### src/hw/pacc_pkg.sv
package pacc_pkg;

    // =====================================================================
    // Register map
    // =====================================================================
    // Printed offsets are word indices; the byte address is four times that.
    localparam logic [7:0] PACC_FLAG_IDX = 8'h25;
    localparam logic [7:0] PACC_CTRL_IDX = 8'h26;
    localparam logic [7:0] PACC_CNT_IDX = 8'h27;
    localparam int PACC_ADDR_W = 10;
    localparam logic [9:0] PACC_FLAG_ADDR = {PACC_FLAG_IDX, 2'b00};
    localparam logic [9:0] PACC_CTRL_ADDR = {PACC_CTRL_IDX, 2'b00};
    localparam logic [9:0] PACC_CNT_ADDR = {PACC_CNT_IDX, 2'b00};

    // =====================================================================
    // Control register fields
    // =====================================================================
    localparam int PACC_CTRL_ENABLE_BIT = 6;
    localparam int PACC_CTRL_MODE_BIT = 5;
    localparam int PACC_CTRL_EDGE_BIT = 4;
    localparam int PACC_CTRL_CAPSEL_BIT = 2;
    localparam int PACC_CTRL_RATE_LSB = 0;
    localparam logic [7:0] PACC_CTRL_MASK = 8'h77;
    localparam logic [7:0] PACC_CTRL_RESET = 8'h00;

    // =====================================================================
    // Flag register fields
    // =====================================================================
    localparam int PACC_FLAG_PERIODIC_BIT = 6;
    localparam int PACC_FLAG_WRAP_BIT = 5;
    localparam int PACC_FLAG_EDGE_BIT = 4;
    localparam logic [2:0] PACC_FLAG_RESET = 3'h0;

    // =====================================================================
    // Timebase
    // =====================================================================
    localparam int PACC_GATE_DIV_LOG2 = 6;
    localparam int PACC_PERIODIC_BASE_LOG2 = 13;
    localparam int PACC_PERIODIC_MAX_LOG2 = 16;

    // =====================================================================
    // Bus answers and register decode
    // =====================================================================
    localparam logic [1:0] PACC_RESP_OKAY = 2'h0;
    localparam logic [1:0] PACC_RESP_SLVERR = 2'h2;

    typedef enum logic [1:0] {
        PACC_SEL_NONE,
        PACC_SEL_FLAG,
        PACC_SEL_CTRL,
        PACC_SEL_CNT
    } pacc_reg_type;

endpackage

### src/hw/pacc_tick_if.sv
`timescale 1ns/100ps
interface pacc_tick_if;
    logic [1:0] rateSel;
    logic gateTick;
    logic periodTimeout;

    modport ctrl (
        output rateSel,
        input gateTick,
        input periodTimeout
    );

    modport timer (
        input rateSel,
        output gateTick,
        output periodTimeout
    );
endinterface

### src/hw/pacc_timebase.sv
`timescale 1ns/100ps
module pacc_timebase
    import pacc_pkg::*;
(
    input wire logic mclk,
    input wire logic sys_rst,
    pacc_tick_if.timer tick
);

    // =====================================================================
    // Free-running divider chain
    // =====================================================================
    // One chain serves both taps, so the periodic interval is measured from
    // the previous timeout and never from a flag clear.
    logic [PACC_PERIODIC_MAX_LOG2-1:0] divCount_q;
    logic [PACC_PERIODIC_MAX_LOG2-1:0] divCount_d;
    logic [PACC_PERIODIC_MAX_LOG2-1:0] periodMask;

    function automatic logic [PACC_PERIODIC_MAX_LOG2-1:0] rate_mask(input logic [1:0] sel);
        logic [PACC_PERIODIC_MAX_LOG2:0] one;
        one = {{PACC_PERIODIC_MAX_LOG2{1'b0}}, 1'b1};
        rate_mask = PACC_PERIODIC_MAX_LOG2'((one << (PACC_PERIODIC_BASE_LOG2 + int'(sel))) - 1);
    endfunction

    always_comb begin
        divCount_d = divCount_q + 1'b1;
        periodMask = rate_mask(tick.rateSel);
    end

    always_ff @(posedge mclk) begin
        if (sys_rst) begin
            divCount_q <= '0;
        end else begin
            divCount_q <= divCount_d;
        end
    end

    assign tick.gateTick = &divCount_q[PACC_GATE_DIV_LOG2-1:0];
    assign tick.periodTimeout = (divCount_q & periodMask) == periodMask;

endmodule

### src/hw/pacc_top.sv
// Contract
// - One 8-bit counter, event or gated mode.
// - Event mode counts qualifying input transitions.
// - Gated mode counts clock/64 while input active.
// - Enable bit one enables, zero disables.
// - Mode bit one gated, zero event.
// - Event mode, edge bit zero: falling edge.
// - Event mode, edge bit one: rising edge.
// - Gated, edge bit zero: count while high.
// - Gated, edge bit one: count while low.
// - Selector gives channel to capture or compare.
// - Control bits 7 and 3 read zero.
// - Periodic timebase is clock divided by 2^13.
// - Counter unaffected by reset, always readable/writable.
// - Gated count readable while input inactive.
// - Reads never see a partial count update.
// - Wrap flag on rollover; write one clears.
// - Edge flag on selected edge; write one clears.
// - Periods 2^13 to 2^16 cycles by rate code.
// - Period restarts at timeout, never at clear.
`timescale 1ns/100ps
module pacc_top
    import pacc_pkg::*;
(
    input wire logic mclk,
    input wire logic sys_rst,
    input wire logic countInputPin,
    input wire logic [PACC_ADDR_W-1:0] s_axi_awaddr,
    input wire logic s_axi_awvalid,
    output logic s_axi_awready,
    input wire logic [31:0] s_axi_wdata,
    input wire logic [3:0] s_axi_wstrb,
    input wire logic s_axi_wvalid,
    output logic s_axi_wready,
    output logic [1:0] s_axi_bresp,
    output logic s_axi_bvalid,
    input wire logic s_axi_bready,
    input wire logic [PACC_ADDR_W-1:0] s_axi_araddr,
    input wire logic s_axi_arvalid,
    output logic s_axi_arready,
    output logic [31:0] s_axi_rdata,
    output logic [1:0] s_axi_rresp,
    output logic s_axi_rvalid,
    input wire logic s_axi_rready,
    output logic capture4Enable,
    output logic compare5Enable
);

    // =====================================================================
    // Register decode
    // =====================================================================
    function automatic pacc_reg_type decode_reg(input logic [PACC_ADDR_W-1:0] addr);
        case (addr)
            PACC_FLAG_ADDR: decode_reg = PACC_SEL_FLAG;
            PACC_CTRL_ADDR: decode_reg = PACC_SEL_CTRL;
            PACC_CNT_ADDR: decode_reg = PACC_SEL_CNT;
            default: decode_reg = PACC_SEL_NONE;
        endcase
    endfunction

    // =====================================================================
    // Timebase
    // =====================================================================
    pacc_tick_if tick ();

    pacc_timebase u_timebase (
        .mclk(mclk),
        .sys_rst(sys_rst),
        .tick(tick.timer)
    );

    // =====================================================================
    // State declarations
    // =====================================================================
    logic [7:0] ctrl_q;
    logic [7:0] ctrl_d;
    logic [2:0] flags_q;
    logic [2:0] flags_d;
    logic [7:0] count_q;
    logic [7:0] count_d;
    logic pinPrev_q;
    logic pinPrev_d;

    logic awHeld_q;
    logic awHeld_d;
    logic [PACC_ADDR_W-1:0] awAddr_q;
    logic [PACC_ADDR_W-1:0] awAddr_d;
    logic wHeld_q;
    logic wHeld_d;
    logic [31:0] wData_q;
    logic [31:0] wData_d;
    logic wLowLane_q;
    logic wLowLane_d;
    logic bValid_q;
    logic bValid_d;
    logic [1:0] bResp_q;
    logic [1:0] bResp_d;
    logic rValid_q;
    logic rValid_d;
    logic [31:0] rData_q;
    logic [31:0] rData_d;
    logic [1:0] rResp_q;
    logic [1:0] rResp_d;

    logic enable;
    logic gatedMode;
    logic edgeCtrl;
    logic riseSeen;
    logic fallSeen;
    logic selectedEdge;
    logic gateActive;
    logic countStep;
    logic wrapEvent;
    logic commitWrite;
    pacc_reg_type writeSel;
    pacc_reg_type readSel;
    logic [7:0] writeByte;

    assign enable = ctrl_q[PACC_CTRL_ENABLE_BIT];
    assign gatedMode = ctrl_q[PACC_CTRL_MODE_BIT];
    assign edgeCtrl = ctrl_q[PACC_CTRL_EDGE_BIT];
    assign tick.rateSel = ctrl_q[PACC_CTRL_RATE_LSB +: 2];

    // =====================================================================
    // Bus write path
    // =====================================================================
    // Address and data are taken independently; the register update happens
    // on the edge after both are held, together with the write response.
    always_comb begin
        awHeld_d = awHeld_q;
        awAddr_d = awAddr_q;
        wHeld_d = wHeld_q;
        wData_d = wData_q;
        wLowLane_d = wLowLane_q;
        bValid_d = bValid_q;
        bResp_d = bResp_q;
        commitWrite = awHeld_q && wHeld_q && !bValid_q;
        writeSel = decode_reg(awAddr_q);
        writeByte = wData_q[7:0];
        if (s_axi_awvalid && !awHeld_q) begin
            awHeld_d = 1'b1;
            awAddr_d = s_axi_awaddr;
        end
        if (s_axi_wvalid && !wHeld_q) begin
            wHeld_d = 1'b1;
            wData_d = s_axi_wdata;
            wLowLane_d = s_axi_wstrb[0];
        end
        if (commitWrite) begin
            awHeld_d = 1'b0;
            wHeld_d = 1'b0;
            bValid_d = 1'b1;
            bResp_d = (writeSel == PACC_SEL_NONE) ? PACC_RESP_SLVERR : PACC_RESP_OKAY;
        end else if (bValid_q && s_axi_bready) begin
            bValid_d = 1'b0;
        end
    end

    always_ff @(posedge mclk) begin
        if (sys_rst) begin
            awHeld_q <= 1'b0;
            awAddr_q <= '0;
            wHeld_q <= 1'b0;
            wData_q <= 32'h0;
            wLowLane_q <= 1'b0;
            bValid_q <= 1'b0;
            bResp_q <= PACC_RESP_OKAY;
        end else begin
            awHeld_q <= awHeld_d;
            awAddr_q <= awAddr_d;
            wHeld_q <= wHeld_d;
            wData_q <= wData_d;
            wLowLane_q <= wLowLane_d;
            bValid_q <= bValid_d;
            bResp_q <= bResp_d;
        end
    end

    assign s_axi_awready = !awHeld_q;
    assign s_axi_wready = !wHeld_q;
    assign s_axi_bvalid = bValid_q;
    assign s_axi_bresp = bResp_q;

    // =====================================================================
    // Pulse accumulator counting
    // =====================================================================
    always_comb begin
        pinPrev_d = countInputPin;
        riseSeen = countInputPin && !pinPrev_q;
        fallSeen = !countInputPin && pinPrev_q;
        selectedEdge = edgeCtrl ? riseSeen : fallSeen;
        gateActive = edgeCtrl ? !countInputPin : countInputPin;
        // A gated step needs both the clock/64 tick and an open gate.
        if (gatedMode) begin
            countStep = enable && tick.gateTick && gateActive;
        end else begin
            countStep = enable && selectedEdge;
        end
        wrapEvent = countStep && (count_q == 8'hff);
        count_d = count_q;
        if (commitWrite && wLowLane_q && writeSel == PACC_SEL_CNT) begin
            count_d = writeByte;
        end else if (countStep) begin
            count_d = count_q + 8'h01;
        end
    end

    // The count holds its value across reset by design.
    always_ff @(posedge mclk) begin
        count_q <= count_d;
    end

    always_ff @(posedge mclk) begin
        if (sys_rst) begin
            pinPrev_q <= pinPrev_d;
        end else begin
            pinPrev_q <= pinPrev_d;
        end
    end

    // =====================================================================
    // Control and flag registers
    // =====================================================================
    always_comb begin
        ctrl_d = ctrl_q;
        flags_d = flags_q;
        if (commitWrite && wLowLane_q) begin
            if (writeSel == PACC_SEL_CTRL) begin
                ctrl_d = writeByte & PACC_CTRL_MASK;
            end
            if (writeSel == PACC_SEL_FLAG) begin
                flags_d = flags_q & ~{writeByte[PACC_FLAG_PERIODIC_BIT],
                    writeByte[PACC_FLAG_WRAP_BIT], writeByte[PACC_FLAG_EDGE_BIT]};
            end
        end
        // Hardware sets after the clear so a same-cycle event is kept.
        if (tick.periodTimeout) begin
            flags_d[2] = 1'b1;
        end
        if (wrapEvent) begin
            flags_d[1] = 1'b1;
        end
        if (enable && selectedEdge) begin
            flags_d[0] = 1'b1;
        end
    end

    always_ff @(posedge mclk) begin
        if (sys_rst) begin
            ctrl_q <= PACC_CTRL_RESET;
            flags_q <= PACC_FLAG_RESET;
        end else begin
            ctrl_q <= ctrl_d;
            flags_q <= flags_d;
        end
    end

    assign capture4Enable = ctrl_q[PACC_CTRL_CAPSEL_BIT];
    assign compare5Enable = !ctrl_q[PACC_CTRL_CAPSEL_BIT];

    // =====================================================================
    // Bus read path
    // =====================================================================
    // The count is sampled from its register in a single edge, so a read
    // cannot catch a half-updated value.
    always_comb begin
        rValid_d = rValid_q;
        rData_d = rData_q;
        rResp_d = rResp_q;
        readSel = decode_reg(s_axi_araddr);
        if (s_axi_arvalid && !rValid_q) begin
            rValid_d = 1'b1;
            rResp_d = PACC_RESP_OKAY;
            case (readSel)
                PACC_SEL_FLAG: begin
                    rData_d = {24'h0, 1'b0, flags_q, 4'h0};
                end
                PACC_SEL_CTRL: begin
                    rData_d = {24'h0, ctrl_q & PACC_CTRL_MASK};
                end
                PACC_SEL_CNT: begin
                    rData_d = {24'h0, count_q};
                end
                default: begin
                    rData_d = 32'h0;
                    rResp_d = PACC_RESP_SLVERR;
                end
            endcase
        end else if (rValid_q && s_axi_rready) begin
            rValid_d = 1'b0;
        end
    end

    always_ff @(posedge mclk) begin
        if (sys_rst) begin
            rValid_q <= 1'b0;
            rData_q <= 32'h0;
            rResp_q <= PACC_RESP_OKAY;
        end else begin
            rValid_q <= rValid_d;
            rData_q <= rData_d;
            rResp_q <= rResp_d;
        end
    end

    assign s_axi_arready = !rValid_q;
    assign s_axi_rvalid = rValid_q;
    assign s_axi_rdata = rData_q;
    assign s_axi_rresp = rResp_q;

endmodule

### config.mk
export PLATFORM = sky130hd
export DESIGN_NAME = pacc_top
export DESIGN_NICKNAME = d
export VERILOG_FILES = /design/src/hw/pacc_pkg.sv /design/src/hw/pacc_tick_if.sv /design/src/hw/pacc_timebase.sv /design/src/hw/pacc_top.sv
export SDC_FILE = /design/constraint.sdc
export NUM_CORES = 1
export LEC_CHECK = 0
export BUFFER_PORTS_ARGS = -buffer_cell sky130_fd_sc_hd__buf_2
export CELL_PAD_IN_SITES_DETAIL_PLACEMENT = 1
export CELL_PAD_IN_SITES_GLOBAL_PLACEMENT = 2
export CORE_MARGIN = 5
export CORE_UTILIZATION = 26
export DETAILED_ROUTE_END_ITERATION = 8
export PLACE_DENSITY_LB_ADDON = 0.3
export SLEW_MARGIN = 20
export SYNTH_ARGS = -nofsm -noshare
export SYNTH_HDL_FRONTEND = slang
export SYNTH_SLANG_ARGS = --single-unit
### constraint.sdc
create_clock -name mclk -period 2.1 [get_ports mclk]
set_input_delay 0.315 -clock mclk [delete_from_list [all_inputs] [get_ports mclk]]
set_output_delay 0.315 -clock mclk [all_outputs]
set_load 0.05 [all_outputs]
# Yosys cells after proc, flatten, opt, wreduce, memory -nomap -nowiden
# Index checks and enable logic that the tools add are counted.
# classes
addsub	4
n_eq_ne	14
n_shift	1
muxes	19
n_bitwise	3
n_reduce_logical	39
# ops
cell	count
10-bit by 8-bit == test with 1-bit output (second input constant)	6
1-bit by 32-bit left shift with 16-bit output (first input constant)	1
8-bit one-hot mux with 3 select lines	1
2-bit nonzero test	9
16-bit by 1-bit adder with 16-bit output (second input constant)	1
16-bit bitwise AND	1
16-bit == test	1
8-bit two-way mux	2
16-bit by 1-bit subtractor with 16-bit output (second input constant)	1
1-bit logical AND	15
2-bit one-hot mux with 3 select lines	2
1-bit two-way mux	10
8-bit by 1-bit adder with 8-bit output (second input constant)	1
2-bit == test (second input constant)	4
8-bit == test (second input constant)	1
2-bit AND reduction	4
1-bit zero test	7
3-bit two-way mux	2
6-bit AND reduction	1
4-bit by 2-bit adder with 5-bit output (first input constant)	1
2-bit by 1-bit == test with 1-bit output (second input constant)	2
2-bit two-way mux	2
3-bit bitwise AND	1
3-bit inverter	1
3 further kinds	3
# totals
ff_bits	93
input_bits	64
wordCells	97

# Depth between registers and ports, before layout
# depth
word_depth	8
ltp_mapped	6
ltp_nobuf	5

# Hierarchy
# Synthesis repeated with hierarchy kept, for this count alone.
# hier_totals
hier_cells	355
area_unflattened_um2	3259.4
# modules_own_cells
mod	instances	cells_each	area_each_um2	seq_area_each_um2
pacc_top	1	268	2476.1	1101.1
pacc_timebase	1	87	783.3	320.3

# Least setup slack after synthesis
# OpenSTA, ideal clock, no wires.
# synth_path
path_type	reg2reg
from	reg awAddr_q[8]
to	reg count_q[0], enable pin
setup_time_ps	329
t_arrival_ps	1862
t_required_ps	1771
path_slack_ps	-90
path_stages_with_launch	6
n_path_buf	2
path_cell_list	dfxtp_1 -> or4_4 -> or4_1 -> buf_6 -> buf_8 -> nand2_1
# synth_via
elab_chain_cells	5
word_cells_on_any_way	7
cone_classes	4 x eq/ne; 1 x mux; 2 x reduce/logical
# synth_lines
item	line_no	text
from (decl)	pacc_top.sv:86	logic [PACC_ADDR_W-1:0] awAddr_q;
from (signal assigned)	pacc_top.sv:170	awAddr_q <= awAddr_d;
10-bit by 8-bit == test with 1-bit output	pacc_top.sv:53	case (addr)
2-bit one-hot mux with 3 select lines (*)	pacc_top.sv:53	
2-bit == test (*)	pacc_top.sv:201	if (commitWrite && wLowLane_q && writeSel == PACC_SEL_CNT) begin
1-bit logical AND (*)	pacc_top.sv:201	
2-bit nonzero test (no source line) (*)	n/a	
to (signal assigned)	pacc_top.sv:210	count_q <= count_d;
to (decl)	pacc_top.sv:79	logic [7:0] count_q;
# Every way passes the cells marked *; elsewhere a longest branch is shown, timed or not.
# A chain may end at the register's enable or synchronous reset.

# Worst setup path after layout
# layout_path
from	reg awAddr_q[8]
to	reg count_q[0] (data pin)
# layout_via
elab_chain_cells	5
word_cells_on_any_way	7
cone_classes	4 x eq/ne; 2 x mux; 1 x reduce/logical
# layout_lines
item	line_no	text
10-bit by 8-bit == test with 1-bit output	pacc_top.sv:53	
2-bit one-hot mux with 3 select lines (*)	pacc_top.sv:53	
2-bit == test (*)	pacc_top.sv:201	
1-bit logical AND (*)	pacc_top.sv:201	
8-bit two-way mux (*)	pacc_top.sv:201	
via count_d[0]	pacc_top.sv:80	logic [7:0] count_d;
# Mark *: on every way through the listed nets, which the timed path passes. The rest lies on a longest branch.

==> metrics.md <==
| Metric | Value |
|---|---|
| CP Class | flip-flop to flip-flop |
| Post-CTS Resized | 1 |
| Final number of max-transition violations | 0 |
| Setup Skew | 6.41 ps |
| Max-Cap Viols | 0 |
| Unique masters post-synth | 46 |
| Critical Path Start Type | flip-flop |
| DR vias | approximately 2.6k |
| Post-detailed-route DRC marker count | 0 |
| IO Port Bufs | 53 |
| Post-Syn Area | 3100 sq um |
| Wire length of the first global-routing pass | 13000 microns |
| Overall routing resource usage | 0.113 |
| Area fraction in and, or, nand and nor cells after synthesis | 0.246 |
| Worst-path fanout max | 4 |
| Post-CTS clock slew at the launch and capture registers of the worst setup and hold paths | 50 ps |
| Post-synthesis instance total | 356 |
| Standard cell with the maximum stage delay on the critical path | or4_4 |
| Antenna violations before repair | 0 |
| Top cell type by total area after synthesis | dfxtp_1 |
| Number of enable flip-flop cells after synthesis | 8 |
| Synth Area per Inst | 8.70 sq um |
| Total negative slack for setup checks | 0 ps |
| Kind of cell adding the most delay to the critical path | simple AND/OR/NAND/NOR gates |
| CP bufs+invs | 1 |
| Area enclosed by the die boundary | 14200 sq um |
| Most frequent cells in the layout | dfxtp_1, nand2_1, buf_2 |
| CTS sink count | 67 |
| Type of the most critical hold path | primary input to flip-flop |
| Routability congestion estimate from global placement | 0.706 |
| Sequential cell area fraction in the yosys report | 0.459 |
| X dimension of the die | between 100 and 150 microns |
| Detail-routed via count per cell | between 4 and 5 |
| Most common cell after layout, fill and taps aside | dfxtp_1 |
| Async set or reset register ratio after synthesis | 0 |
| Source-to-sink clock delay at the later pin of the worst-skew pair | 320 ps |
| CTS tree | yes |
| Hold buffer count at CTS | 0 |
| Share of Yosys cell area claimed by the top area cell type | 0.381 |
| Post-route fraction of the period consumed by the critical path | 0.969 |
| Antenna-violating nets left | 0 |
| Layout fillers | 1380 |
| Main flop type after synthesis | dfxtp_1 |
| Worst vdd ir | roughly 0.33 mV |
| Synthesized flop and latch total | 67 |
| Die height | 119 microns |
| Top-Level Pins | 107 |
| Area growth syn-to-layout | 21.2% |
| Critical Path RT | 2160 ps |
| Longest Clk Path Bufs | 2 |
| Leading cell types by total area after synthesis | dfxtp_1, edfxtp_1, nand2_1 |
| Fraction of layout instances using a drive strength above 1 | 0.210 |
| Iter 0 DRT Violations | 74 |
| Setup Viol. Count Final | 0 |
| Vias in the first global route | 2642 |
| Post-layout worst setup margin | 65.0 ps |
| Warning count from the yosys run | 0 |
| Fmax achieved | between 400 and 500 MHz |
| Status | completed |
| Post-Route WL | 7870 microns |
| Setup slack after placement | -11.8 ps |
| Critical path data arrival time | 2100 ps |
| Standby leakage power | about 1.5 nW |
| Final hold violation count | 0 |
| Capturing element type of the critical path | flip-flop |
| DRT Pass-1 Iters | 4 |
| Mux share of post-synthesis cell area | 0.0351 |
| Area of all placed cells without fillers | 3760 sq um |
| Most repeated library cell on the critical path | or4_4 |
| CTS buffer count | 9 |
| Routed len/inst | 14.0 microns |
| Transition at the pin with the smallest max-transition slack | 757 ps |
| RSZ-0062 raised after global routing | false |
| Power per cell area | 812 nW/um^2 |
| Arithmetic-cell share of the synthesized area counting full adders, half adders and majority gates | 0.00808 |
| Ordered cell list for the critical path | or4_4 > or4_4 > buf_4 > nor2_1 > a21oi_2 |
| Slowest stage delay, CP | 580 ps |
| Total overflow reported by the global router | 0 |
| Count of inserted antenna diode cells | 0 |
| Min Tclk post-route | 2040 ps |
| Pin count of the biggest net entering global routing | 60 |
| Post-DP Area | approximately 3500 sq um |
| Xor and xnor fraction of the mapped netlist area | 0.0481 |
| Post-synthesis compound-gate area fraction | 0.110 |
| Post-CTS setup buffer count | 0 |
| Slew HR | 0.494 |
| Root Buffer | clkbuf_16 |
| # H-tree levels | 3 |
| Dominant combinational cell family by area after synthesis | simple AND/OR/NAND/NOR gates |
| Std-Cell Core Area | 11600 sq um |
| HPWL after detailed placement | ~5900 microns |
| Starting density of the core | 0.268 |
| Final net count | 482 |
| Row Count | 39 |
[Yosys cell counts, types with 4 or more instances]
cell type	count
dfxtp_1	59
nand2_1	57
nor2_1	35
a21oi_1	34
buf_4	26
o21ai_0	11
nand3_1	10
xor2_1	10
clkbuf_1	8
edfxtp_1	8
nor3_1	8
inv_1	7
nand4_1	7
xnor2_1	7
mux2i_1	6
nand2b_1	5
nor2b_1	5
nor4_1	5
or3_1	4
[layer usage]
layer	vias up	global-route usage	part of all wire	routed length, microns
met3	7	0.0384	0.047	371
li1	1298	-	-	-
met5	-	0	0	0
met1	1218	0.137	0.45	3580
met2	59	0.195	0.49	3860
met4	0	0.0261	0.0079	62
[layout make-up]
cell class / instances / area, sq um / share of cell area
clock buffers: 12 / 256 / 0.0683
inverters: 7 / 26.3 / 0.00700
repair buffers: 63 / 357 / 0.0949
flip-flops and latches: 67 / 1420 / 0.378
multi-input cells: 268 / 1500 / 0.400
clock inverters: 3 / 15.0 / 0.00400
well taps: 143 / 179 / 0.0476
[stage by stage]
| stage | utilization | std cells | power (mW) | hold WS (ps) |
|---|---|---|---|---|
| final | 0.325 | 563 | 3.05 | 168 |
| after global routing | 0.325 | 563 | 3.19 | 166 |
| after CTS | 0.324 | 563 | 3.10 | 158 |
| after detailed placement | 0.300 | 548 | 1.71 | 443 |
| after global placement | 0.300 | 548 | 1.70 | 440 |
| after floorplan | - | 381 | 1.65 | 343 |
[final timing paths]
check / startpoint / to / slack, ps / cells after the start
worst min-delay path: countInputPin / pinPrev_q / 170 / 1
worst max-delay path: awAddr_q[8] / count_q[0] / 60 / 5
worst min register to register: s_axi_rdata[6] / s_axi_rdata[6] / 450 / 2
worst max register to register: awAddr_q[8] / count_q[0] / 60 / 5
[flip-flops by register name, summed over array words and instances, names as in the netlist, 3 cells and up]
signal	count
u_timebase.divCount_q	16
awAddr_q	10
count_q	8
s_axi_rdata	8
wData_q	8
ctrl_q	6
flags_q	3
[power breakdown]
| group | internal [mW] | switching, mW | leakage, nW |
|---|---|---|---|
| clock network | 0.850 | 0.523 | 0.138 |
| logic | 0.0813 | 0.237 | 0.787 |
| registers | 1.33 | 0.0288 | 0.552 |
| total | 2.26 | 0.789 | 1.48 |
[cells by family after synthesis]
kind of cell    Yosys count
compound gates           59
xor+xnor                 17
fa+ha+maj                 2
buf+inv                  46
flops                    67
mux                      10
other cells               1
simple gates            154
[worst reg2reg max path: stages (launching register included)]
cell and delay (ps):
dfxtp_1 310, or4_4 540, or4_4 580, buf_4 170, nor2_1 140, a21oi_2 50
Note: power is estimated with default switching activity, not from simulation.
